## src/design/cpc_pkg.sv

```systemverilog
// Purpose: shared constants and types for the codec power and path control block
// Assumes: control instructions arrive already deserialised as one address byte plus data byte
// Notes:   field positions of the codec control registers, timing counts, state type
package cpc_pkg;

  // register indices carried in instruction bits 6:3
  localparam logic [3:0] IDX_FORMAT = 4'h0;
  localparam logic [3:0] IDX_SLOT   = 4'h1;
  localparam logic [3:0] IDX_PATH   = 4'h4;
  localparam logic [3:0] IDX_GAIN   = 4'h5;
  localparam logic [3:0] IDX_ATTEN  = 4'h6;
  localparam logic [3:0] IDX_TONE   = 4'h7;

  // instruction byte layout
  localparam int INS_POWER_BIT   = 7;
  localparam int INS_IDX_LSB     = 3;
  localparam int INS_READ_BIT    = 2;
  localparam int INS_TWO_BYTE_BIT = 1;

  // format_config_register fields
  localparam int FMT_CODING_BIT  = 5;
  localparam int FMT_FORMAT_BIT  = 2;
  // slot_mode_register fields
  localparam int SLOT_SYNC_HI_BIT = 7;
  localparam int SLOT_SYNC_LO_BIT = 6;
  localparam int SLOT_ENABLE_BIT = 2;
  localparam int SLOT_B2_BIT     = 1;
  // path_select_register fields
  localparam int PATH_MIC_LSB    = 6;
  localparam int PATH_EAR_TONE_BIT = 5;
  localparam int PATH_EAR_SIDE_BIT = 4;
  localparam int PATH_EXT_TONE_BIT = 3;
  localparam int PATH_EXT_SIDE_BIT = 2;
  localparam int PATH_EAR_ROUTE_BIT = 1;
  localparam int PATH_EXT_ROUTE_BIT = 0;
  // nibble positions shared by gain, attenuation and tone registers
  localparam int HI_NIB_LSB      = 4;
  localparam int LO_NIB_LSB      = 0;

  // reset values
  localparam logic [7:0] RST_FORMAT = 8'h00;
  localparam logic [7:0] RST_SLOT   = 8'h00;
  localparam logic [7:0] RST_PATH   = 8'h00;
  localparam logic [7:0] RST_GAIN   = 8'h00;
  localparam logic [7:0] RST_ATTEN  = 8'h00;
  localparam logic [7:0] RST_TONE   = 8'h00;

  // microphone select codes
  localparam logic [1:0] MIC_ONE   = 2'h0;
  localparam logic [1:0] MIC_TWO   = 2'h1;
  localparam logic [1:0] MIC_THREE = 2'h2;
  localparam logic [1:0] MIC_MUTE  = 2'h3;

  // frame marker timing codes (high bit set means delayed)
  localparam logic [1:0] SYNC_NORMAL  = 2'h0;
  localparam logic [1:0] SYNC_REVERSE = 2'h1;

  // level steps in tenths of a dB
  localparam logic [4:0] TX_GAIN_STEP = 5'h0f;
  localparam logic [4:0] ATTEN_STEP   = 5'h14;

  // slot geometry in bit periods
  localparam logic [4:0] BITS_COMPANDED = 5'h08;
  localparam logic [4:0] BITS_LINEAR    = 5'h10;
  localparam logic [4:0] B2_GAP_FMT1    = 5'h08;
  localparam logic [4:0] B2_GAP_FMT2    = 5'h0a;

  // frame markers after power-up before transmit may drive
  localparam logic [1:0] FS_HOLDOFF = 2'h2;

  // master clock loss detection
  localparam int CLK_PERIOD_NS = 40;
  localparam int MCLK_LOSS_NS  = 10000;
  localparam logic [8:0] MCLK_LOSS_CYC = 9'(MCLK_LOSS_NS / CLK_PERIOD_NS);

  typedef enum logic [1:0] {PWR_DOWN, PWR_HOLDOFF, PWR_UP} cpc_pwr_t;

endpackage

```

## src/design/cpc_pcm_if.sv

```systemverilog
// Purpose: carrier between the control core and the serial voice shifter
// Assumes: single clock domain, edges already detected as one-cycle pulses
// Notes:   ctl drives timing and data, shift returns the serial results
`timescale 1ns/10ps
interface cpc_pcm_if;
  logic        tx_edge;
  logic        rx_edge;
  logic        slot_start;
  logic [4:0]  nbits;
  logic        tx_allow;
  logic        rx_allow;
  logic [15:0] tx_word;
  logic        rx_bit;
  logic [15:0] rx_word;
  logic        rx_valid;
  logic        tx_bit;
  logic        tx_oe;
  logic        busy;

  modport ctl (output tx_edge, rx_edge, slot_start, nbits, tx_allow, rx_allow, tx_word, rx_bit,
               input  rx_word, rx_valid, tx_bit, tx_oe, busy);
  modport shift (input  tx_edge, rx_edge, slot_start, nbits, tx_allow, rx_allow, tx_word, rx_bit,
                 output rx_word, rx_valid, tx_bit, tx_oe, busy);
endinterface

```

## src/design/cpc_pcm_shift.sv

```systemverilog
// Purpose: voice slot shifter, msb first, transmit and receive in the same slot
// Assumes: tx_edge and rx_edge are already chosen for the sync mode
// Notes:   companded words use bits 15:8 on transmit and 7:0 on receive
`timescale 1ns/10ps
module cpc_pcm_shift (
  input  wire logic    clk,
  input  wire logic    rst_n,
  cpc_pcm_if.shift     pcm
);
  logic        active, next_active;
  logic [15:0] tx_sh, next_tx_sh;
  logic [15:0] rx_sh, next_rx_sh;
  logic [4:0]  rcnt, next_rcnt;
  logic [15:0] rx_word, next_rx_word;
  logic        rx_valid, next_rx_valid;

  always_comb begin
    next_active   = active;
    next_tx_sh    = tx_sh;
    next_rx_sh    = rx_sh;
    next_rcnt     = rcnt;
    next_rx_word  = rx_word;
    next_rx_valid = 1'b0;
    if (pcm.slot_start) begin
      // start wins over a coincident edge so the first bit is not shifted away
      next_active = 1'b1;
      next_tx_sh  = pcm.tx_word;
      next_rcnt   = 5'h00;
    end else if (active) begin
      if (pcm.tx_edge) begin
        next_tx_sh = {tx_sh[14:0], 1'b0};
      end
      if (pcm.rx_edge) begin
        next_rx_sh = {rx_sh[14:0], pcm.rx_bit};
        next_rcnt  = rcnt + 5'h01;
        if (rcnt == pcm.nbits - 5'h01) begin
          next_active = 1'b0;
          next_rx_word = {rx_sh[14:0], pcm.rx_bit};
          next_rx_valid = pcm.rx_allow;
        end
      end
    end
  end

  always_ff @(posedge clk or negedge rst_n) begin
    if (!rst_n) begin
      active   <= 1'b0;
      tx_sh    <= 16'h0000;
      rx_sh    <= 16'h0000;
      rcnt     <= 5'h00;
      rx_word  <= 16'h0000;
      rx_valid <= 1'b0;
    end else begin
      active   <= next_active;
      tx_sh    <= next_tx_sh;
      rx_sh    <= next_rx_sh;
      rcnt     <= next_rcnt;
      rx_word  <= next_rx_word;
      rx_valid <= next_rx_valid;
    end
  end

  assign pcm.tx_bit   = tx_sh[15];
  assign pcm.tx_oe    = active & pcm.tx_allow;
  assign pcm.busy     = active;
  assign pcm.rx_word  = rx_word;
  assign pcm.rx_valid = rx_valid;
endmodule

```

## src/design/cpc_path_ctrl.sv

```systemverilog
// Purpose: codec power sequencing, control registers, path and level outputs, voice slot timing
// Assumes: master clock and frame marker sampled on CORE_CLK_IN, instructions pre-decoded
// Notes:   master clock up to 2.56 MHz leaves several core cycles per half period
`timescale 1ns/10ps
module cpc_path_ctrl
  import cpc_pkg::*;
(
  // clock and reset
  input  wire logic        CORE_CLK_IN,
  input  wire logic        RSTN_IN,
  // control instruction port
  input  wire logic        CTRL_VALID_IN,
  input  wire logic [7:0]  CTRL_ADDR_IN,
  input  wire logic [7:0]  CTRL_DATA_IN,
  output logic [7:0]       CTRL_RDATA_OUT,
  output logic             CTRL_RVALID_OUT,
  // voice serial port
  input  wire logic        MCLK_IN,
  input  wire logic        FRAME_MARKER_IN,
  input  wire logic        PCM_RX_IN,
  output logic             PCM_TX_OUT,
  output logic             PCM_TX_OE_OUT,
  // codec data path
  input  wire logic [15:0] TX_SAMPLE_IN,
  output logic             ENCODE_START_OUT,
  output logic [15:0]      RX_SAMPLE_OUT,
  output logic             RX_SAMPLE_VALID_OUT,
  // power and mode status
  output logic             POWER_UP_OUT,
  output logic             MCLK_LOST_OUT,
  output logic             CODING_MODE_OUT,
  output logic [1:0]       SYNC_MODE_OUT,
  // analog path control
  output logic [2:0]       MIC_ENABLE_OUT,
  output logic             TX_MUTE_OUT,
  output logic [3:0]       TX_GAIN_CODE_OUT,
  output logic [7:0]       TX_GAIN_TENTH_DB_OUT,
  output logic [3:0]       SIDETONE_LEVEL_OUT,
  output logic [3:0]       TONE_LEVEL_OUT,
  output logic [3:0]       EAR_ATTEN_CODE_OUT,
  output logic [8:0]       EAR_ATTEN_TENTH_DB_OUT,
  output logic [3:0]       EXTRA_ATTEN_CODE_OUT,
  output logic [8:0]       EXTRA_ATTEN_TENTH_DB_OUT,
  output logic [2:0]       EAR_SUM_SEL_OUT,
  output logic [2:0]       EXTRA_SUM_SEL_OUT
);

  function automatic logic [8:0] step_scale(input logic [3:0] code, input logic [4:0] step);
    step_scale = 9'(code * step);
  endfunction

  cpc_pcm_if pcm ();

  // control registers
  logic [7:0] format_config_register, next_format;
  logic [7:0] slot_mode_register,     next_slot;
  logic [7:0] path_select_register,   next_path;
  logic [7:0] tx_gain_sidetone_register, next_gain;
  logic [7:0] output_attenuation_register, next_atten;
  logic [7:0] tone_level_register,    next_tone;
  logic [7:0] rdata, next_rdata;
  logic       rvalid, next_rvalid;

  logic       is_two_byte;
  logic       is_read;
  logic [3:0] ins_idx;

  assign is_two_byte = CTRL_ADDR_IN[INS_TWO_BYTE_BIT];
  assign is_read     = CTRL_ADDR_IN[INS_READ_BIT];
  assign ins_idx     = CTRL_ADDR_IN[INS_IDX_LSB +: 4];

  // writes are taken regardless of power state
  always_comb begin
    next_format = format_config_register;
    next_slot   = slot_mode_register;
    next_path   = path_select_register;
    next_gain   = tx_gain_sidetone_register;
    next_atten  = output_attenuation_register;
    next_tone   = tone_level_register;
    next_rdata  = rdata;
    next_rvalid = 1'b0;
    if (CTRL_VALID_IN && is_two_byte && !is_read) begin
      case (ins_idx)
        IDX_FORMAT: next_format = CTRL_DATA_IN;
        IDX_SLOT:   next_slot   = CTRL_DATA_IN;
        IDX_PATH:   next_path   = CTRL_DATA_IN;
        IDX_GAIN:   next_gain   = CTRL_DATA_IN;
        IDX_ATTEN:  next_atten  = CTRL_DATA_IN;
        IDX_TONE:   next_tone   = CTRL_DATA_IN;
        default:    next_rvalid = 1'b0;
      endcase
    end else if (CTRL_VALID_IN && is_two_byte && is_read) begin
      next_rvalid = 1'b1;
      case (ins_idx)
        IDX_FORMAT: next_rdata = format_config_register;
        IDX_SLOT:   next_rdata = slot_mode_register;
        IDX_PATH:   next_rdata = path_select_register;
        IDX_GAIN:   next_rdata = tx_gain_sidetone_register;
        IDX_ATTEN:  next_rdata = output_attenuation_register;
        IDX_TONE:   next_rdata = tone_level_register;
        default:    next_rdata = 8'h00;
      endcase
    end
  end

  always_ff @(posedge CORE_CLK_IN or negedge RSTN_IN) begin
    if (!RSTN_IN) begin
      format_config_register      <= RST_FORMAT;
      slot_mode_register          <= RST_SLOT;
      path_select_register        <= RST_PATH;
      tx_gain_sidetone_register   <= RST_GAIN;
      output_attenuation_register <= RST_ATTEN;
      tone_level_register         <= RST_TONE;
      rdata                       <= 8'h00;
      rvalid                      <= 1'b0;
    end else begin
      format_config_register      <= next_format;
      slot_mode_register          <= next_slot;
      path_select_register        <= next_path;
      tx_gain_sidetone_register   <= next_gain;
      output_attenuation_register <= next_atten;
      tone_level_register         <= next_tone;
      rdata                       <= next_rdata;
      rvalid                      <= next_rvalid;
    end
  end

  // pin sampling and edge detection; stage one feeds stage two only
  logic [2:0] mclk_sync;
  logic [2:0] fs_sync;
  logic [8:0] idle_cnt, next_idle_cnt;
  logic       mclk_rise, mclk_fall, fs_rise, mclk_lost;

  assign mclk_rise = mclk_sync[1] & ~mclk_sync[2];
  assign mclk_fall = ~mclk_sync[1] & mclk_sync[2];
  assign fs_rise   = fs_sync[1] & ~fs_sync[2];
  assign mclk_lost = (idle_cnt == MCLK_LOSS_CYC);

  // watchdog saturates so a stopped clock holds the device down
  always_comb begin
    next_idle_cnt = idle_cnt;
    if (mclk_rise || mclk_fall) begin
      next_idle_cnt = 9'h000;
    end else if (!mclk_lost) begin
      next_idle_cnt = idle_cnt + 9'h001;
    end
  end

  always_ff @(posedge CORE_CLK_IN or negedge RSTN_IN) begin
    if (!RSTN_IN) begin
      mclk_sync <= 3'h0;
      fs_sync   <= 3'h0;
      idle_cnt  <= 9'h000;
    end else begin
      mclk_sync <= {mclk_sync[1:0], MCLK_IN};
      fs_sync   <= {fs_sync[1:0], FRAME_MARKER_IN};
      idle_cnt  <= next_idle_cnt;
    end
  end

  // power sequencing
  cpc_pwr_t   pwr, next_pwr;
  logic [1:0] fs_cnt, next_fs_cnt;
  logic       holdoff_done;

  assign holdoff_done = fs_rise && (fs_cnt == FS_HOLDOFF - 2'h1);

  always_comb begin
    next_pwr    = pwr;
    next_fs_cnt = fs_cnt;
    case (pwr)
      PWR_DOWN: begin
        next_fs_cnt = 2'h0;
        if (CTRL_VALID_IN && !CTRL_ADDR_IN[INS_POWER_BIT]) begin
          next_pwr = PWR_HOLDOFF;
        end
      end
      PWR_HOLDOFF: begin
        if (fs_rise) begin
          next_fs_cnt = fs_cnt + 2'h1;
        end
        if (holdoff_done) begin
          next_pwr = PWR_UP;
        end
      end
      PWR_UP: next_fs_cnt = 2'h0;
      default: next_pwr = PWR_DOWN;
    endcase
    if (CTRL_VALID_IN && CTRL_ADDR_IN[INS_POWER_BIT]) begin
      next_pwr = PWR_DOWN;
    end
    if (mclk_lost) begin
      next_pwr = PWR_DOWN;
    end
  end

  always_ff @(posedge CORE_CLK_IN or negedge RSTN_IN) begin
    if (!RSTN_IN) begin
      pwr    <= PWR_DOWN;
      fs_cnt <= 2'h0;
    end else begin
      pwr    <= next_pwr;
      fs_cnt <= next_fs_cnt;
    end
  end

  // slot timing
  logic       coding_companded;
  logic       delayed_mode;
  logic       reverse_mode;
  logic       voice_enable;
  logic       powered;
  logic       tx_edge, rx_edge;
  logic [4:0] slot_offset;
  logic       frame_armed, next_frame_armed;
  logic       frame_begin;
  logic [4:0] skip, next_skip;
  logic       skipping, next_skipping;
  logic       slot_start;

  assign coding_companded = format_config_register[FMT_CODING_BIT];
  assign delayed_mode = slot_mode_register[SLOT_SYNC_HI_BIT];
  assign reverse_mode = !delayed_mode &&
                        (slot_mode_register[SLOT_SYNC_LO_BIT +: 1] == SYNC_REVERSE[0]);
  assign voice_enable = slot_mode_register[SLOT_ENABLE_BIT];
  assign powered      = (pwr != PWR_DOWN);
  assign tx_edge      = reverse_mode ? mclk_fall : mclk_rise;
  assign rx_edge      = reverse_mode ? mclk_rise : mclk_fall;

  // the second slot exists only for companded words
  assign slot_offset = (coding_companded && slot_mode_register[SLOT_B2_BIT]) ?
                       (format_config_register[FMT_FORMAT_BIT] ? B2_GAP_FMT2 : B2_GAP_FMT1) :
                       5'h00;

  // delayed mode starts at the first transmit edge after the marker, others at the marker
  assign frame_begin = delayed_mode ? (frame_armed && tx_edge) : fs_rise;
  assign slot_start  = powered && ((frame_begin && slot_offset == 5'h00) ||
                       (skipping && tx_edge && skip == 5'h01));

  always_comb begin
    next_frame_armed = frame_armed;
    next_skip        = skip;
    next_skipping    = skipping;
    if (fs_rise) begin
      next_frame_armed = delayed_mode;
    end else if (tx_edge) begin
      next_frame_armed = 1'b0;
    end
    if (frame_begin && slot_offset != 5'h00) begin
      next_skipping = 1'b1;
      next_skip     = slot_offset;
    end else if (skipping && tx_edge) begin
      next_skip     = skip - 5'h01;
      next_skipping = (skip != 5'h01);
    end
  end

  always_ff @(posedge CORE_CLK_IN or negedge RSTN_IN) begin
    if (!RSTN_IN) begin
      frame_armed <= 1'b0;
      skip        <= 5'h00;
      skipping    <= 1'b0;
    end else begin
      frame_armed <= next_frame_armed;
      skip        <= next_skip;
      skipping    <= next_skipping;
    end
  end

  assign pcm.tx_edge    = tx_edge;
  assign pcm.rx_edge    = rx_edge;
  assign pcm.slot_start = slot_start;
  assign pcm.nbits      = coding_companded ? BITS_COMPANDED : BITS_LINEAR;
  // transmit may drive in the frame that the holdoff-ending marker opens
  assign pcm.tx_allow   = voice_enable && !mclk_lost &&
                          ((pwr == PWR_UP) || (pwr == PWR_HOLDOFF && holdoff_done));
  assign pcm.rx_allow   = voice_enable && powered;
  assign pcm.tx_word    = TX_SAMPLE_IN;
  assign pcm.rx_bit     = PCM_RX_IN;

  cpc_pcm_shift u_shift (
    .clk   (CORE_CLK_IN),
    .rst_n (RSTN_IN),
    .pcm   (pcm)
  );

  // registered level and path outputs
  logic [1:0] mic_code;
  logic       muted;
  logic [2:0] mic_en, next_mic_en;
  logic [7:0] gain_db, next_gain_db;
  logic [8:0] ear_db, next_ear_db;
  logic [8:0] ext_db, next_ext_db;
  logic [2:0] ear_sel, next_ear_sel;
  logic [2:0] ext_sel, next_ext_sel;

  assign mic_code = path_select_register[PATH_MIC_LSB +: 2];
  assign muted    = (mic_code == MIC_MUTE);

  always_comb begin
    case (mic_code)
      MIC_ONE:   next_mic_en = 3'h1;
      MIC_TWO:   next_mic_en = 3'h2;
      MIC_THREE: next_mic_en = 3'h4;
      default:   next_mic_en = 3'h0;
    endcase
    if (!powered) begin
      next_mic_en = 3'h0;
    end
    next_gain_db = 8'(step_scale(tx_gain_sidetone_register[HI_NIB_LSB +: 4],
                                 TX_GAIN_STEP));
    next_ear_db  = step_scale(output_attenuation_register[HI_NIB_LSB +: 4], ATTEN_STEP);
    next_ext_db  = step_scale(output_attenuation_register[LO_NIB_LSB +: 4], ATTEN_STEP);
    // summer selects are {sidetone, tone, speech}
    next_ear_sel = {path_select_register[PATH_EAR_SIDE_BIT] & ~muted,
                    path_select_register[PATH_EAR_TONE_BIT],
                    path_select_register[PATH_EAR_ROUTE_BIT]};
    next_ext_sel = {path_select_register[PATH_EXT_SIDE_BIT] & ~muted,
                    path_select_register[PATH_EXT_TONE_BIT],
                    path_select_register[PATH_EXT_ROUTE_BIT]};
  end

  always_ff @(posedge CORE_CLK_IN or negedge RSTN_IN) begin
    if (!RSTN_IN) begin
      mic_en  <= 3'h0;
      gain_db <= 8'h00;
      ear_db  <= 9'h000;
      ext_db  <= 9'h000;
      ear_sel <= 3'h0;
      ext_sel <= 3'h0;
    end else begin
      mic_en  <= next_mic_en;
      gain_db <= next_gain_db;
      ear_db  <= next_ear_db;
      ext_db  <= next_ext_db;
      ear_sel <= next_ear_sel;
      ext_sel <= next_ext_sel;
    end
  end

  assign CTRL_RDATA_OUT   = rdata;
  assign CTRL_RVALID_OUT  = rvalid;
  assign PCM_TX_OUT       = pcm.tx_bit & pcm.tx_oe;
  assign PCM_TX_OE_OUT    = pcm.tx_oe;
  assign ENCODE_START_OUT = slot_start;
  assign RX_SAMPLE_OUT    = pcm.rx_word;
  assign RX_SAMPLE_VALID_OUT = pcm.rx_valid;
  assign POWER_UP_OUT     = powered;
  assign MCLK_LOST_OUT    = mclk_lost;
  assign CODING_MODE_OUT  = coding_companded;
  assign SYNC_MODE_OUT    = slot_mode_register[SLOT_SYNC_LO_BIT +: 2];
  assign MIC_ENABLE_OUT   = mic_en;
  assign TX_MUTE_OUT      = muted;
  assign TX_GAIN_CODE_OUT = tx_gain_sidetone_register[HI_NIB_LSB +: 4];
  assign TX_GAIN_TENTH_DB_OUT = gain_db;
  assign SIDETONE_LEVEL_OUT = tx_gain_sidetone_register[LO_NIB_LSB +: 4];
  assign TONE_LEVEL_OUT   = tone_level_register[HI_NIB_LSB +: 4];
  assign EAR_ATTEN_CODE_OUT = output_attenuation_register[HI_NIB_LSB +: 4];
  assign EAR_ATTEN_TENTH_DB_OUT = ear_db;
  assign EXTRA_ATTEN_CODE_OUT = output_attenuation_register[LO_NIB_LSB +: 4];
  assign EXTRA_ATTEN_TENTH_DB_OUT = ext_db;
  assign EAR_SUM_SEL_OUT   = ear_sel;
  assign EXTRA_SUM_SEL_OUT = ext_sel;
endmodule

```

## config.mk

```make
export PLATFORM = sky130hd
export DESIGN_NAME = cpc_path_ctrl
export DESIGN_NICKNAME = d
export VERILOG_FILES = /design/src/design/cpc_pkg.sv /design/src/design/cpc_pcm_if.sv /design/src/design/cpc_pcm_shift.sv /design/src/design/cpc_path_ctrl.sv
export SDC_FILE = /design/constraint.sdc
export NUM_CORES = 1
export LEC_CHECK = 0
export ABC_AREA = 1
export ABC_CLOCK_PERIOD_IN_PS = 3500
export BUFFER_PORTS_ARGS = -buffer_cell sky130_fd_sc_hd__buf_4
export CORE_MARGIN = 5
export CORE_UTILIZATION = 61
export DETAILED_ROUTE_END_ITERATION = 7
export GPL_TIMING_DRIVEN = 0
export MAX_ROUTING_LAYER = met4
export PLACE_DENSITY = 0.89
export SLEW_MARGIN = 20
export SYNTH_ARGS = -nofsm -noshare
export SYNTH_HDL_FRONTEND = slang
export SYNTH_HIERARCHICAL = 1
export SYNTH_SLANG_ARGS = --single-unit
export TNS_END_PERCENT = 10
```

## constraint.sdc

```tcl
create_clock -name CORE_CLK_IN -period 3.5 [get_ports CORE_CLK_IN]
set_input_delay 0.525 -clock CORE_CLK_IN [delete_from_list [all_inputs] [get_ports CORE_CLK_IN]]
set_output_delay 0.525 -clock CORE_CLK_IN [all_outputs]
set_load 0.02 [all_outputs]
```

* Yosys cells after proc, flatten, opt, wreduce, memory -nomap -nowiden
Index checks and enable logic that the tools add are counted.
** Cells by class
- Equal/unequal tests :: 20
- Reductions and logical operators :: 51
- Multipliers :: 3
- Bitwise logic cells :: 13
- Add/sub/neg operators :: 5
- Multiplexer cells :: 40
** Operator list (number)
- 16-bit 2-to-1 mux :: 3
- 8-bit case mux with 6 select lines :: 1
- 5-bit 2-to-1 mux :: 6
- 2-bit AND reduction :: 10
- 1-bit logical AND :: 18
- 9-bit 2-to-1 mux :: 2
- 1-bit 2-to-1 mux :: 17
- 4-bit by 3-bit == test with 1-bit output, second input constant :: 4
- 4-bit by 3-bit multiplier with 7-bit output, second input constant :: 2
- 2-bit nonzero test :: 7
- 2-bit 2-to-1 mux :: 6
- 5-bit by 1-bit subtractor with 5-bit output, second input constant :: 2
- 9-bit by 1-bit adder with 9-bit output, second input constant :: 1
- 9-bit by 8-bit == test with 1-bit output, second input constant :: 1
- 3-bit case mux with 3 select lines :: 1
- 4-bit by 4-bit multiplier with 8-bit output, second input constant :: 1
- 4-bit inequality test, second input constant :: 2
- 1-bit bitwise AND :: 7
- 2-bit by 1-bit == test with 1-bit output, second input constant :: 3
- 2-bit == test, second input constant :: 3
- 1-bit inverter :: 6
- 2-bit case mux with 3 select lines :: 1
- 3-bit AND reduction :: 2
- 5-bit by 1-bit adder with 5-bit output, second input constant :: 1
- other kinds (19) :: 25
** Storage, ports and cells
- Logic and storage cells :: 160
- Register bits :: 168
- Output and inout port bits :: 90

* Logic depth before layout (Yosys ltp)
Gate-level depths: netlist (run 1).
- Depth after elaboration :: 10
- Depth in mapped cells :: 12
- Depth with buffers taken out :: 11

* Modules after synthesis
The synthesis (run 1) kept the hierarchy.
** Modules (own cells, without submodules)
- cpc_path_ctrl :: instances 1, area each 5629.1 sq um, cells each 598
- cpc_pcm_shift :: instances 1, area each 2506.2 sq um, cells each 290

* Worst setup path before layout (run 1)
Ideal clock, no wire load.
- Kind :: reg-to-reg
- Start point :: register tx_gain_sidetone_register[6]
- End point :: register gain_db[6], in the netlist TX_GAIN_TENTH_DB_OUT[6]
- Required time :: 3.377 ns
- Buffers on the path :: 0
- Stages on the path, launching flop included :: 9
- Arrival time :: 2.358 ns
- Library setup time :: 0.123 ns
- Path slack :: 1.019 ns
- Cells stage by stage :: dfrtp_1 fa_1 inv_1 fa_1 inv_1 fa_1 nand3_1 nand2_1 xor2_1
** On the way
- Longest elaborated chain between the ends :: 1
** Ends and longest elaborated chain
- start: declaration :: line cpc_path_ctrl.sv:58 : logic [7:0] tx_gain_sidetone_register, next_gain;
- start signal: assignment :: line cpc_path_ctrl.sv:120 : tx_gain_sidetone_register <= next_gain;
- 4-bit by 4-bit multiplier with 8-bit output :: line cpc_path_ctrl.sv:49 : step_scale = 9'(code * step);
- named net next_gain_db[6] :: line cpc_path_ctrl.sv:291 : logic [7:0] gain_db, next_gain_db;
- end signal: assignment :: line cpc_path_ctrl.sv:333 : gain_db <= next_gain_db;
- end: declaration :: line cpc_path_ctrl.sv:291
The timed path passes the listed nets, and every way through them passes these cells.
A chain may end at the register's enable or synchronous reset.

* Final worst setup path (run 1)
- Start point :: register mclk_sync[1]
- End point :: output ENCODE_START_OUT
** On the way
- Longest elaborated chain between the ends :: 8
- Elaborated cells between the ends (all ways) :: 11
- Classes of those cells :: mux: 2; bitwise: 3; reduce/logical: 6
** Ends and longest elaborated chain
- start: declaration :: line cpc_path_ctrl.sv:129 : logic [2:0] mclk_sync;
- start signal: assignment :: line cpc_path_ctrl.sv:155 : mclk_sync <= {mclk_sync[1:0], MCLK_IN};
- 1-bit inverter :: line cpc_path_ctrl.sv:135 : assign mclk_fall = ~mclk_sync[1] & mclk_sync[2];
- 1-bit bitwise AND :: line cpc_path_ctrl.sv:135
- 1-bit 2-to-1 mux * :: line cpc_path_ctrl.sv:227 : assign tx_edge = reverse_mode ? mclk_fall : mclk_rise;
- named net pcm.tx_edge :: line cpc_pcm_if.sv:6 : logic tx_edge;
- 1-bit logical AND :: line cpc_path_ctrl.sv:236 : assign frame_begin = delayed_mode ? (frame_armed && tx_edge) : fs_rise;
- 1-bit 2-to-1 mux :: line cpc_path_ctrl.sv:236
- 1-bit logical AND :: line cpc_path_ctrl.sv:237 : assign slot_start = powered && ((frame_begin && slot_offset == 5'h00) ||
- 1-bit logical OR * :: line cpc_path_ctrl.sv:237
- 1-bit logical AND * :: line cpc_path_ctrl.sv:237
- end: declaration :: line cpc_path_ctrl.sv:25 : output logic ENCODE_START_OUT,
Mark *: on every way through the listed nets, which the timed path passes. The rest lies on a longest branch.

==> reports/results.ini, run 1 <==
[clock_network]
ctsHoldBuffers=0
clkTransAtPathRegs_ns=0.06
root_buffer=clkbuf_16
clock_latency_ns=0.42
ctsResizeCount=0
ctsHtreeMaxLevel=4
cts_buffers=17
cts_tree=yes
clock-sinks=168
cts_setup_buffers=0
cts_max_path_buffers=2

[sta]
fin_skew_ns=0.00519
final.setup.tns_ns=0
hold_slack_ns=0.0467
setup_viol=0
fmaxAchievable_ghz=0.361
period_needed_ns=2.77
final-hold-violation-count=0
fin_crit_sh_pct=79.2
rsz0062_at_grt=no
finalMaxSlewViolations=0
worst_pin_slew_ns=0.635
maxSlewHeadroom_pct=57.5

[worst_setup_path]
crit_start=mclk_sync[1]$_DFF_PN0_
cp-end-kind=output port
reg2reg_from=mclk_sync[1]$_DFF_PN0_
cp-start-kind=flip-flop
worstPathRequired_ns=2.97
setup.worst_path.class=flip-flop to output port
r2r_cells=11
worst-r2r-setup-slack_ns=0.92
crit_end=ENCODE_START_OUT
worst-endpoint-arrival_ns=2.25
path_max_fanout=6
rr_endpoint=u_shift/tx_sh[8]$_DFFE_PN0P_

[synthesis]
synth_seq_cells=168
yosys.cell_types.count=38
seq_area_frac_synth_pct=51.7
syn_area_um2=8140
synth-edff-count=0
ys.flop_type=dfrtp_1
avgSynthCellArea_um2=9.16
syn_inst=888
yosys.area_share.simple_pct=24.3
synth_adder_area_share_pct=6.03
synthMuxAreaShare_pct=0.138
yosysWarnings=6
synth_top_area_share_pct=51.7
synth-compound-area-share_pct=7.97
synth_async_sr_flop_share_pct=100
yosysMostFrequentCell=nand2_1
synthXorXnorAreaFrac_pct=1.18
synth_top_family_by_area=simple AND/OR/NAND/NOR gates
yosys.area.top_type=dfrtp_1
synth.area.top_cells=dfrtp_1 52%, nand2_1 11%, nand3_1 5.7%
yosys-top-cells-count=240 x nand2_1, 168 x dfrtp_1, 93 x nand3_1

[global_routing]
grt_pass1_vias=6462
antenna_found_initial=0
grt-ovfl-total=0
grt_start_max_net_pins=96
grt_pass1_wl_um=30700
grt_use_total_pct=24.9

[finish]
layout.cells.non_filler=1229
fin_nets=1113
nFillCells=900
area_delta_synth_final_pct=22.4
final_area_um2=9960
n_antenna_cell=0
drive_gt1_share_pct=26.1

[detailed_routing]
firstDrtPassIters=7
antenna_left=0
drc=0
post_drt_wl_per_cell_um=14.9
drt_first_iter_violations=684
via_per_inst=5.30
totalWireLength_um=18300
vias=6515

[die]
ios=128
die_width_um=125
fp.dieH_um=125
core_um2=13100
fp-row-count=42
initial_core_util_pct=61.9
dieArea_um2=15700

[place]
place.gp.congestion=0.939
place_area_um2=9340
port_buffers=122
dp.cells=1197
hpwl_um=13200

[worst_hold_path]
min-delay-path-class=input pin to asynchronous set/reset pin

[pwr]
leakage_nw=5.38
ir_worst_vdd_uv=358
powerDensity_nw_per_um2=611

[status]
status=finished, final reports clean

[flow_run]
cap_violations=0

[routing by layer]
metal	wire length [um]	global-route usage, %
met5	0	-
met3	1130	5.63
met1	7100	29.6
met2	9550	41.2
met4	529	10.1
[worst min-delay path by stage]
| stage | from | end | slack (ns) | cells after the start |
|---|---|---|---|---|
| final | RSTN_IN | idle_cnt[6]$_DFFE_PN0P_ | 0.05 | 1 |
| after global routing | RSTN_IN | frame_armed$_DFFE_PN0P_ | 0.09 | 1 |
| after CTS | RSTN_IN | idle_cnt[5]$_DFFE_PN0P_ | 0.08 | 1 |
| after detailed placement | fs_sync[0]$_DFF_PN0_ | fs_sync[1]$_DFF_PN0_ | 0.34 | 0 |
| after global placement | fs_sync[0]$_DFF_PN0_ | fs_sync[1]$_DFF_PN0_ | 0.33 | 0 |
| after floorplan | RSTN_IN | CTRL_RDATA_OUT[0]$_DFFE_PN0P_ | 0.23 | 0 |
[layout make-up]
class	count	area, um2	share of cell area (%)
Timing Repair Buffer	123	951	9.55
Clock buffer	21	470	4.72
Clock inverter	11	146	1.47
Multi-Input combinational cell	582	3260	32.7
Inverter	110	414	4.16
Sequential cell	168	4200	42.2
Tap cell	176	220	2.21
Buffer	38	294	2.95
[placed cells by master (no fill, tap or decap), drive strengths merged, types with 3 or more instances in the layout]
| master | instances |
|---|---|
| xor2 | 9 |
| o21ai | 63 |
| conb | 11 |
| nor2 | 53 |
| a31oi | 3 |
| inv | 109 |
| fa | 7 |
| ha | 28 |
| a21oi | 22 |
| bufinv | 3 |
| nand2 | 251 |
| nor3 | 9 |
| nand3 | 102 |
| buf | 159 |
| clkbuf | 23 |
| clkinv | 7 |
| dfrtp | 168 |
| o221ai | 14 |
[stage by stage]
step	worst slack (ns)	utilization, %	total power (W)
after global routing	0.622	75.8	0.00643
after floorplan	1.02	-	0.00360
after detailed placement	0.954	71.1	0.00418
after global placement	0.982	70.9	0.00409
final	0.728	75.8	0.00609
after CTS	0.713	75.8	0.00612
[cell families after synthesis]
logic type,after synthesis
xor gates and xnor gates,11
and+or+nand+nor,420
buffers and inverters,148
muxes,1
other,1
DFF,168
adders and majority gates,35
AOI/OAI and AO/OA,104
[power breakdown]
group	internal [W]	switching, W
Sequential	0.00234	0.000285
Clock	0.00118	0.000738
Combinational	0.000625	0.000923
[critical path, stage by stage, from the launching register on]
cell and delay [ns]:
dfrtp_1 0.40, inv_1 0.08, ha_1 0.16, nand3_1 0.07, nand2_1 0.22, nand3b_1 0.13, a21oi_1 0.51, buf_4 0.25
[registers in the layout, indices dropped and copies added, names as in the netlist, 5 cells and up]
| signal | cells |
|---|---|
| CTRL_RDATA_OUT | 8 |
| skip | 5 |
| tx_gain_sidetone_register | 8 |
| u_shift/rcnt | 5 |
| u_shift/rx_sh | 15 |
| EAR_ATTEN_TENTH_DB_OUT | 7 |
| slot_mode_register | 8 |
| idle_cnt | 9 |
| u_shift/tx_sh | 16 |
| u_shift/pcm.rx_word | 16 |
| output_attenuation_register | 8 |
| format_config_register | 8 |
| tone_level_register | 8 |
| EXTRA_ATTEN_TENTH_DB_OUT | 7 |
| path_select_register | 8 |
| TX_GAIN_TENTH_DB_OUT | 8 |
Power figures use the tool's default switching activity.
==> inputs of run 2 (changes only) <==
--- a/config.mk
+++ b/config.mk
@@ -5,15 +5,15 @@
 export SDC_FILE = /design/constraint.sdc
 export NUM_CORES = 1
 export LEC_CHECK = 0
-export ABC_AREA = 1
-export ABC_CLOCK_PERIOD_IN_PS = 3500
+export ABC_AREA = 0
+export ABC_CLOCK_PERIOD_IN_PS = 2800
 export BUFFER_PORTS_ARGS = -buffer_cell sky130_fd_sc_hd__buf_4
 export CORE_MARGIN = 5
-export CORE_UTILIZATION = 61
+export CORE_UTILIZATION = 56
 export DETAILED_ROUTE_END_ITERATION = 7
 export GPL_TIMING_DRIVEN = 0
 export MAX_ROUTING_LAYER = met4
-export PLACE_DENSITY = 0.89
+export PLACE_DENSITY = 0.83
 export SLEW_MARGIN = 20
 export SYNTH_ARGS = -nofsm -noshare
 export SYNTH_HDL_FRONTEND = slang
==> constraint.sdc (replaced) <==
create_clock -name CORE_CLK_IN -period 2.8 [get_ports CORE_CLK_IN]
set_input_delay 0.42 -clock CORE_CLK_IN [delete_from_list [all_inputs] [get_ports CORE_CLK_IN]]
set_output_delay 0.42 -clock CORE_CLK_IN [all_outputs]
set_load 0.02 [all_outputs]
==> run 2 against run 1 <==
Synthesized cell count decreased by 32%. Wire length down 7.0%. Clock power is 27% higher. Sequential power increased by 28%. Via count fell by 21%. Clock skew rose by 0.0025 ns. Clock-buffer cell count rose by 2. Utilization fell by 4.1 points. Global-route usage shrank 2.3 points. Sequential share of layout area is 0.56 points higher. Design area shrank 1.2%. Critical path type unchanged. Largest power group unchanged.
==> reports/results.ini, run 2 <==
[clock_network]
clkTransAtPathRegs_ns=0.06  ; about the same
cts_max_path_buffers=2  ; unchanged
root_buffer=clkbuf_16
clock_latency_ns=0.41  ; about the same
clock-sinks=168  ; unchanged
cts_tree=yes
ctsHtreeMaxLevel=4  ; unchanged
cts_buffers=17  ; unchanged

[worst_setup_path]
cp-start-kind=flip-flop
worstPathRequired_ns=2.38  ; -0.59 ns
worst-endpoint-arrival_ns=2.26  ; about the same
setup.worst_path.class=flip-flop to output port
path_max_fanout=3  ; -3
cp-end-kind=output port

[pwr]
powerDensity_nw_per_um2=776  ; +27%
ir_worst_vdd_uv=509  ; +42%
leakage_nw=4.97  ; -7.6%

[die]
fp.dieH_um=127  ; +1.6%
dieArea_um2=16300  ; +3.2%
initial_core_util_pct=56.4  ; -5.6 points
die_width_um=127  ; +1.6%
core_um2=13700  ; +4.4%
ios=128  ; unchanged
fp-row-count=43  ; +2.4%

[finish]
multi_input_area_um2=3350  ; +2.8%
final_common_cell=dfrtp_1
layout.cells.non_filler=965  ; -21%
reg.largest.list=u_shift/pcm.rx_word (16), u_shift/tx_sh (16), u_shift/rx_sh (15)
nFillCells=942  ; +4.7%
final_area_um2=9840  ; -1.2%
area_delta_synth_final_pct=27.3
regArea_um2=4210  ; +0.12%
drive_gt1_share_pct=38.6  ; +12 points
fin_nets=843  ; -24%
layout_common_cells=164 x dfrtp_1, 143 x buf_4, 67 x mux2_2, 40 x nand2_1, 31 x mux2i_1

[global_routing]
grt-ovfl-total=0  ; unchanged
grt_pass1_wl_um=28200  ; -8.2%
grt_start_max_net_pins=97  ; +1.0%
antenna_found_initial=2  ; +2
grt_pass1_vias=5699  ; -12%
grt_use_total_pct=22.6  ; -2.3 points

[sta]
final.setup.worst_slack_ns=0.118  ; -0.610 ns
final.setup.tns_ns=0  ; unchanged
period_needed_ns=2.68
worst_pin_slew_ns=0.582  ; -0.0529 ns
setup_viol=0  ; unchanged
fin_crit_sh_pct=95.8
fmaxAchievable_ghz=0.373
final-hold-violation-count=0  ; unchanged
finalMaxSlewViolations=0  ; unchanged
hold_slack_ns=0.116  ; +0.0697 ns
fin_skew_ns=0.00772  ; +0.00253 ns
maxSlewHeadroom_pct=61.0  ; +3.5 points

[detailed_routing]
vias=5164  ; -21%
post_drt_wl_per_cell_um=17.6  ; +18%
via_per_inst=5.35  ; +0.95%
drc=0  ; unchanged
totalWireLength_um=17000  ; -7.0%
drt_first_iter_violations=382  ; -44%
firstDrtPassIters=4  ; -3
antenna_left=0  ; unchanged

[synthesis]
yosysMostFrequentCell=dfrtp_1
syn_area_um2=7730  ; -5.0%
synth-edff-count=0  ; unchanged
synth.area.top_cells=dfrtp_1 54%, mux2_2 11%, ha_1 4.5%
synth_seq_cells=168  ; unchanged
synth_async_sr_flop_share_pct=100  ; unchanged
seq_area_frac_synth_pct=54.4  ; +2.7 points
synth_top_area_share_pct=54.4  ; +2.7 points
yosysWarnings=6  ; unchanged
syn_inst=605  ; -32%
yosys.area.top_type=dfrtp_1
yosys.cell_types.count=60  ; +58%
ys.flop_type=dfrtp_1
avgSynthCellArea_um2=12.8  ; +39%
yosys-top-cells-count=168 x dfrtp_1, 73 x mux2_2, 40 x nand2_1

[place]
hpwl_um=12200  ; -7.6%
dpl_worst_slack_ns=-0.258  ; -1.21 ns
port_buffers=120  ; -1.6%
place_area_um2=8940  ; -4.3%
dp.cells=919  ; -23%
place.gp.congestion=0.836  ; -11%

[status]
status=finished, final reports clean

[worst_hold_path]
min-delay-path-class=input pin to flip-flop

[flow_run]
cap_violations=0  ; unchanged

-- run 2: path summary, 6_finish.rpt --
path,start,end,slack (ns),depth (start not counted)
max,mclk_sync[2]$_DFF_PN0_,ENCODE_START_OUT,0.12,10
min,FRAME_MARKER_IN,fs_sync[0]$_DFF_PN0_,0.12,1
max reg2reg,mclk_sync[2]$_DFF_PN0_,u_shift/pcm.rx_word[8]$_DFFE_PN0P_,0.13,13
min reg2reg,mclk_sync[0]$_DFF_PN0_,mclk_sync[1]$_DFF_PN0_,0.35,0
max in group asynchronous,RSTN_IN,skip[2]$_DFFE_PN0P_,1.39,3
min in group asynchronous,RSTN_IN,TX_GAIN_TENTH_DB_OUT[1]$_DFF_PN0_,0.58,2
-- run 2: worst max-delay path, cell delays in order (launching register included) --
cell	delay, ns
dfrtp_1	0.39
inv_1	0.06
ha_2	0.18
and2_4	0.14
mux2_4	0.28
a22oi_2	0.18
nor2_4	0.06
buf_4	0.15
buf_4	0.12
buf_4	0.14
buf_4	0.15
-- run 2: cell type report --
type	instances	share of cell area, %
Tap cell	180	2.29
Timing Repair Buffer	134	11.0
Clock inverter	9	1.39
Sequential cell	168	42.8
Inverter	28	1.07
Buffer	32	2.30
Multi-Input combinational cell	389	34.1
Clock buffer	23	5.06
Antenna cell	2	0.0509
-- run 2: timing repair --
item / in CTS / in global routing
endpoints found under the hold margin: 27 / 0
pin swaps: 5 / 3
setup buffers: 8 / 4
endpoints found under the setup margin: 26 / 19
cloned: 1 / 0
hold buffers: 1 / 0
resized for setup: 11 / 25
-- run 2: stage by stage --
stage / power [W] / util (%)
floorplan: 0.00440 / -
global placement: 0.00499 / 64.9
detailed placement: 0.00514 / 65.2
CTS: 0.00765 / 71.0
global route: 0.00805 / 71.7
finish: 0.00764 / 71.7
-- run 2: routing by layer --
| layer | global-route usage (%) | wire, um | vias up |
|---|---|---|---|
| met5 | - | 0 | - |
| met3 | 5.56 | 904 | 22 |
| met4 | 6.44 | 282 | 0 |
| li1 | - | - | 2410 |
| met1 | 27.9 | 7130 | 2607 |
| met2 | 37.3 | 8710 | 125 |
-- run 2: logic make-up (layout without fill, tap and decap cells) --
group / count (synthesis) / in the layout / share of synthesized area, %
fa+ha+maj: 35 / 35 / 6.34
buf+inv: 61 / 226 / 4.30
other cells: 1 / 16 / 0.0485
xor+xnor: 21 / 21 / 2.38
compound gates: 63 / 63 / 5.15
flops: 168 / 168 / 54.4
simple gates: 138 / 138 / 9.99
mux: 118 / 118 / 17.4
-- run 2: power breakdown --
group / leakage (nW) / switching [W] / internal [W]
sequential: 2.19 / 0.000400 / 0.00296
clock: 0.306 / 0.000912 / 0.00153
combinational: 2.47 / 0.000917 / 0.000926
==> inputs of run 3 (changes only) <==
--- a/config.mk
+++ b/config.mk
@@ -13,10 +13,9 @@
 export DETAILED_ROUTE_END_ITERATION = 7
 export GPL_TIMING_DRIVEN = 0
 export MAX_ROUTING_LAYER = met4
-export PLACE_DENSITY = 0.83
+export PLACE_DENSITY_LB_ADDON = 0.1
 export SLEW_MARGIN = 20
 export SYNTH_ARGS = -nofsm -noshare
 export SYNTH_HDL_FRONTEND = slang
-export SYNTH_HIERARCHICAL = 1
 export SYNTH_SLANG_ARGS = --single-unit
 export TNS_END_PERCENT = 10
==> run 3 against run 2 <==
Wire length decreased by 6.3%. Highest routed layer unchanged. Critical path depth decreased by 1. Worst hold slack got worse by 0.00072 ns. Via count decreased by 4.8%. Final cell count decreased by 4.8%. Area after synthesis decreased by 2.9%. Sequential cell count unchanged.
==> reports/results.ini, run 3 <==
[pwr]
swShare_pct=29.0  ; -0.18 points
combPwrFrac_pct=22.9  ; -1.2 points
seqPwrFrac_pct=45.2  ; +1.3 points
clkPwrFrac_pct=31.9  ; about the same
switching_power_w=0.00207  ; -7.1%
powerDensity_nw_per_um2=765  ; -1.4%
p_int_w=0.00507  ; -6.3%
ir_worst_vdd_uv=498  ; -2.2%
leakage_nw=4.74  ; -4.6%
power_w=0.00714  ; -6.5%

[synthesis]
avgSynthCellArea_um2=12.9  ; +0.78%
synth_async_sr_flop_share_pct=100  ; unchanged
syn_area_um2=7510  ; -2.9%
yosysMostFrequentCell=dfrtp_1
yosys-top-cells-count=168 x dfrtp_1, 73 x mux2_2, 50 x nand2_1
synth_top_area_share_pct=56.0  ; +1.6 points
yosys.cell_types.count=50  ; -17%
yosys.area.top_type=dfrtp_1
synth_seq_cells=168  ; unchanged
synth-edff-count=0  ; unchanged
ys.flop_type=dfrtp_1
seq_area_frac_synth_pct=56.0  ; +1.6 points
synth.area.top_cells=dfrtp_1 56%, mux2_2 11%, ha_1 4.5%
yosysWarnings=0  ; -6
syn_inst=583  ; -3.6%

[worst_setup_path]
rr_endpoint=TX_GAIN_TENTH_DB_OUT[7]$_DFF_PN0_
worst-endpoint-arrival_ns=2.27  ; about the same
worstPathRequired_ns=2.38  ; about the same
crit_family=simple AND/OR/NAND/NOR gates
worst-r2r-setup-slack_ns=0.15  ; +0.02 ns
reg2reg_from=tx_gain_sidetone_register[4]$_DFFE_PN0P_
cp-end-kind=output port
setup.worst_path.class=flip-flop to output port
cp-start-kind=flip-flop
crit_start=idle_cnt[0]$_DFFE_PN0P_
crit_end=PCM_TX_OUT
cp.buffers_inverters=3  ; -2
cp_slowest_cell=or4_4
path_depth=9  ; -1
r2r_cells=8  ; -5
path_cells=inv_1 -> ha_1 -> nand2_1 -> or4_4 -> inv_4 -> a21oi_1 -> and3_1 -> and2_1 -> buf_4
slowest_delay_ns=0.46  ; +0.07 ns
path_max_fanout=4  ; +1

[sta]
setup_viol=0  ; unchanged
fin_skew_ns=0.00856  ; +0.000839 ns
final.setup.tns_ns=0  ; unchanged
maxSlewHeadroom_pct=37.4  ; -24 points
worst_pin_slew_ns=0.935  ; +0.353 ns
period_needed_ns=2.69  ; +0.00980 ns
finalMaxSlewViolations=0  ; unchanged
fmaxAchievable_ghz=0.372  ; -0.36%
fin_crit_sh_pct=96.1  ; +0.35 points
hold_slack_ns=0.116  ; -0.000724 ns
final-hold-violation-count=0  ; unchanged
rsz0062_at_grt=no

[die]
initial_core_util_pct=56.9  ; +0.57 points
ios=128  ; unchanged
core_um2=13200  ; -3.9%
die_width_um=126  ; -1.3%
dieArea_um2=15800  ; -2.7%
fp.dieH_um=126  ; -1.3%
fp-row-count=42  ; -2.3%

[clock_network]
ctsHtreeMaxLevel=4  ; unchanged
root_buffer=clkbuf_16
cts_tree=yes
clkTransAtPathRegs_ns=0.06  ; about the same
clock-sinks=168  ; unchanged
cts_max_path_buffers=2  ; unchanged
clock_latency_ns=0.42  ; about the same
cts_buffers=17  ; unchanged

[detailed_routing]
vias=4914  ; -4.8%
firstDrtPassIters=4  ; unchanged
drt_first_iter_violations=350  ; -8.4%
antenna_left=0  ; unchanged
post_drt_wl_per_cell_um=17.3  ; -1.7%
totalWireLength_um=15900  ; -6.3%
drc=0  ; unchanged
via_per_inst=5.35  ; about the same

[finish]
final_common_cell=dfrtp_1
reg.largest.list=u_shift.pcm.rx_word (16), u_shift.tx_sh (16), u_shift.rx_sh (15)
nFillCells=946  ; +0.42%
area_delta_synth_final_pct=24.3
final_area_um2=9330  ; -5.2%
n_antenna_cell=0  ; -2
fin_nets=802  ; -4.9%
layout_common_cells=165 x dfrtp_1, 138 x buf_4, 73 x mux2_2, 50 x nand2_1, 33 x o21ai_0
drive_gt1_share_pct=37.3  ; -1.3 points

[global_routing]
grt_use_total_pct=21.5  ; -1.1 points
grt_pass1_wl_um=26400  ; -6.3%
antenna_found_initial=0  ; -2
grt_pass1_vias=5192  ; -8.9%
grt_start_max_net_pins=99  ; +2.1%
grt-ovfl-total=0  ; unchanged

[place]
port_buffers=120  ; unchanged
place.gp.congestion=0.812  ; -2.9%
hpwl_um=11100  ; -8.4%
place_area_um2=8680  ; -3.0%

[status]
status=finished, final reports clean

[flow_run]
cap_violations=0  ; unchanged

[worst_hold_path]
min-delay-path-class=input pin to flip-flop

-- run 3: cell count changes in the layout (fill, tap and decap cells not counted), sizes merged, moves of 4 or more --
| cell | before | now |
|---|---|---|
| nor2 | 23 | 19 |
| nand2 | 41 | 50 |
| o21ai | 28 | 33 |
| inv | 29 | 20 |
| buf | 159 | 148 |
| clkinv | 3 | 7 |
| conb | 14 | 4 |
| nor2b | 13 | 8 |
| a21oi | 10 | 18 |
| o221ai | 5 | 0 |
-- run 3: through the flow --
stage          instances  utilization (%)  setup WS (ns)
2_1_floorplan        586                -          0.147
3_3_place_gp         882             65.5         0.0512
3_5_place_dp         883             65.8       -0.00261
4_1_cts              916             70.4         0.0258
5_1_grt              919             70.8         0.0257
6_report             919             70.8          0.109
-- run 3: worst register-to-register path, stage by stage (launching register included) --
cell and delay [ns]:
dfrtp_2 0.45, fa_1 0.59, fa_1 0.47, ha_1 0.30, a21o_1 0.19, a21oi_2 0.17
o21bai_1 0.10, a21oi_2 0.17, xnor2_1 0.13
-- run 3: worst min-delay path by stage --
stage,from,endpoint,slack [ns],cells after the start
global route,MCLK_IN,mclk_sync[0]$_DFF_PN0_,0.1,1
global placement,fs_sync[0]$_DFF_PN0_,fs_sync[1]$_DFF_PN0_,0.34,0
detailed placement,fs_sync[0]$_DFF_PN0_,fs_sync[1]$_DFF_PN0_,0.34,0
finish,MCLK_IN,mclk_sync[0]$_DFF_PN0_,0.12,1
floorplan,RSTN_IN,CTRL_RDATA_OUT[0]$_DFFE_PN0P_,0.12,0
CTS,MCLK_IN,mclk_sync[0]$_DFF_PN0_,0.10,1
-- run 3: power by group through the flow --
stage / clock [W] / combinational (W) / sequential, W
after global routing: 0.00243 / 0.00180 / 0.00329
after CTS: 0.00232 / 0.00161 / 0.00324
after detailed placement: 0 / 0.00158 / 0.00327
after floorplan: 0 / 0.000879 / 0.00334
after global placement: 0 / 0.00150 / 0.00324
final: 0.00228 / 0.00164 / 0.00323
-- run 3: timing repair --
action	in CTS	in global routing
gates cloned	0	0
hold buffers	1	0
buffers inserted	1	3
resized for setup	5	8
endpoints found under the setup margin	3	3
hold endpoints to repair	70	0
-- run 3: layer usage --
layer	global-route usage (%)	vias to the layer above	part of all wire (%)
li1	-	2300	-
met1	28.0	2465	44
met2	33.5	122	50
met3	5.00	27	4.2
met4	7.38	0	2.2
met5	-	-	0
-- run 3: final cells by class --
cell class	instances	area (um2)	share of cell area, %
Sequential cell	168	4210	45.1
Multi-Input combinational cell	369	3090	33.1
Timing Repair Buffer	126	976	10.5
Clock buffer	23	478	5.12
Tap cell	176	220	2.36
Buffer	27	178	1.90
Clock inverter	9	97.6	1.05
Inverter	21	82.6	0.885
-- run 3: kinds of logic after synthesis --
family	count (synthesis)	synth area share (%)
and+or+nand+nor	125	8.33
xor gates and xnor gates	20	2.33
DFF	168	56.0
other	1	0.0499
adders and majority gates	34	6.37
buffers and inverters	49	3.48
muxes	118	18.0
AOI/OAI and AO/OA	68	5.45
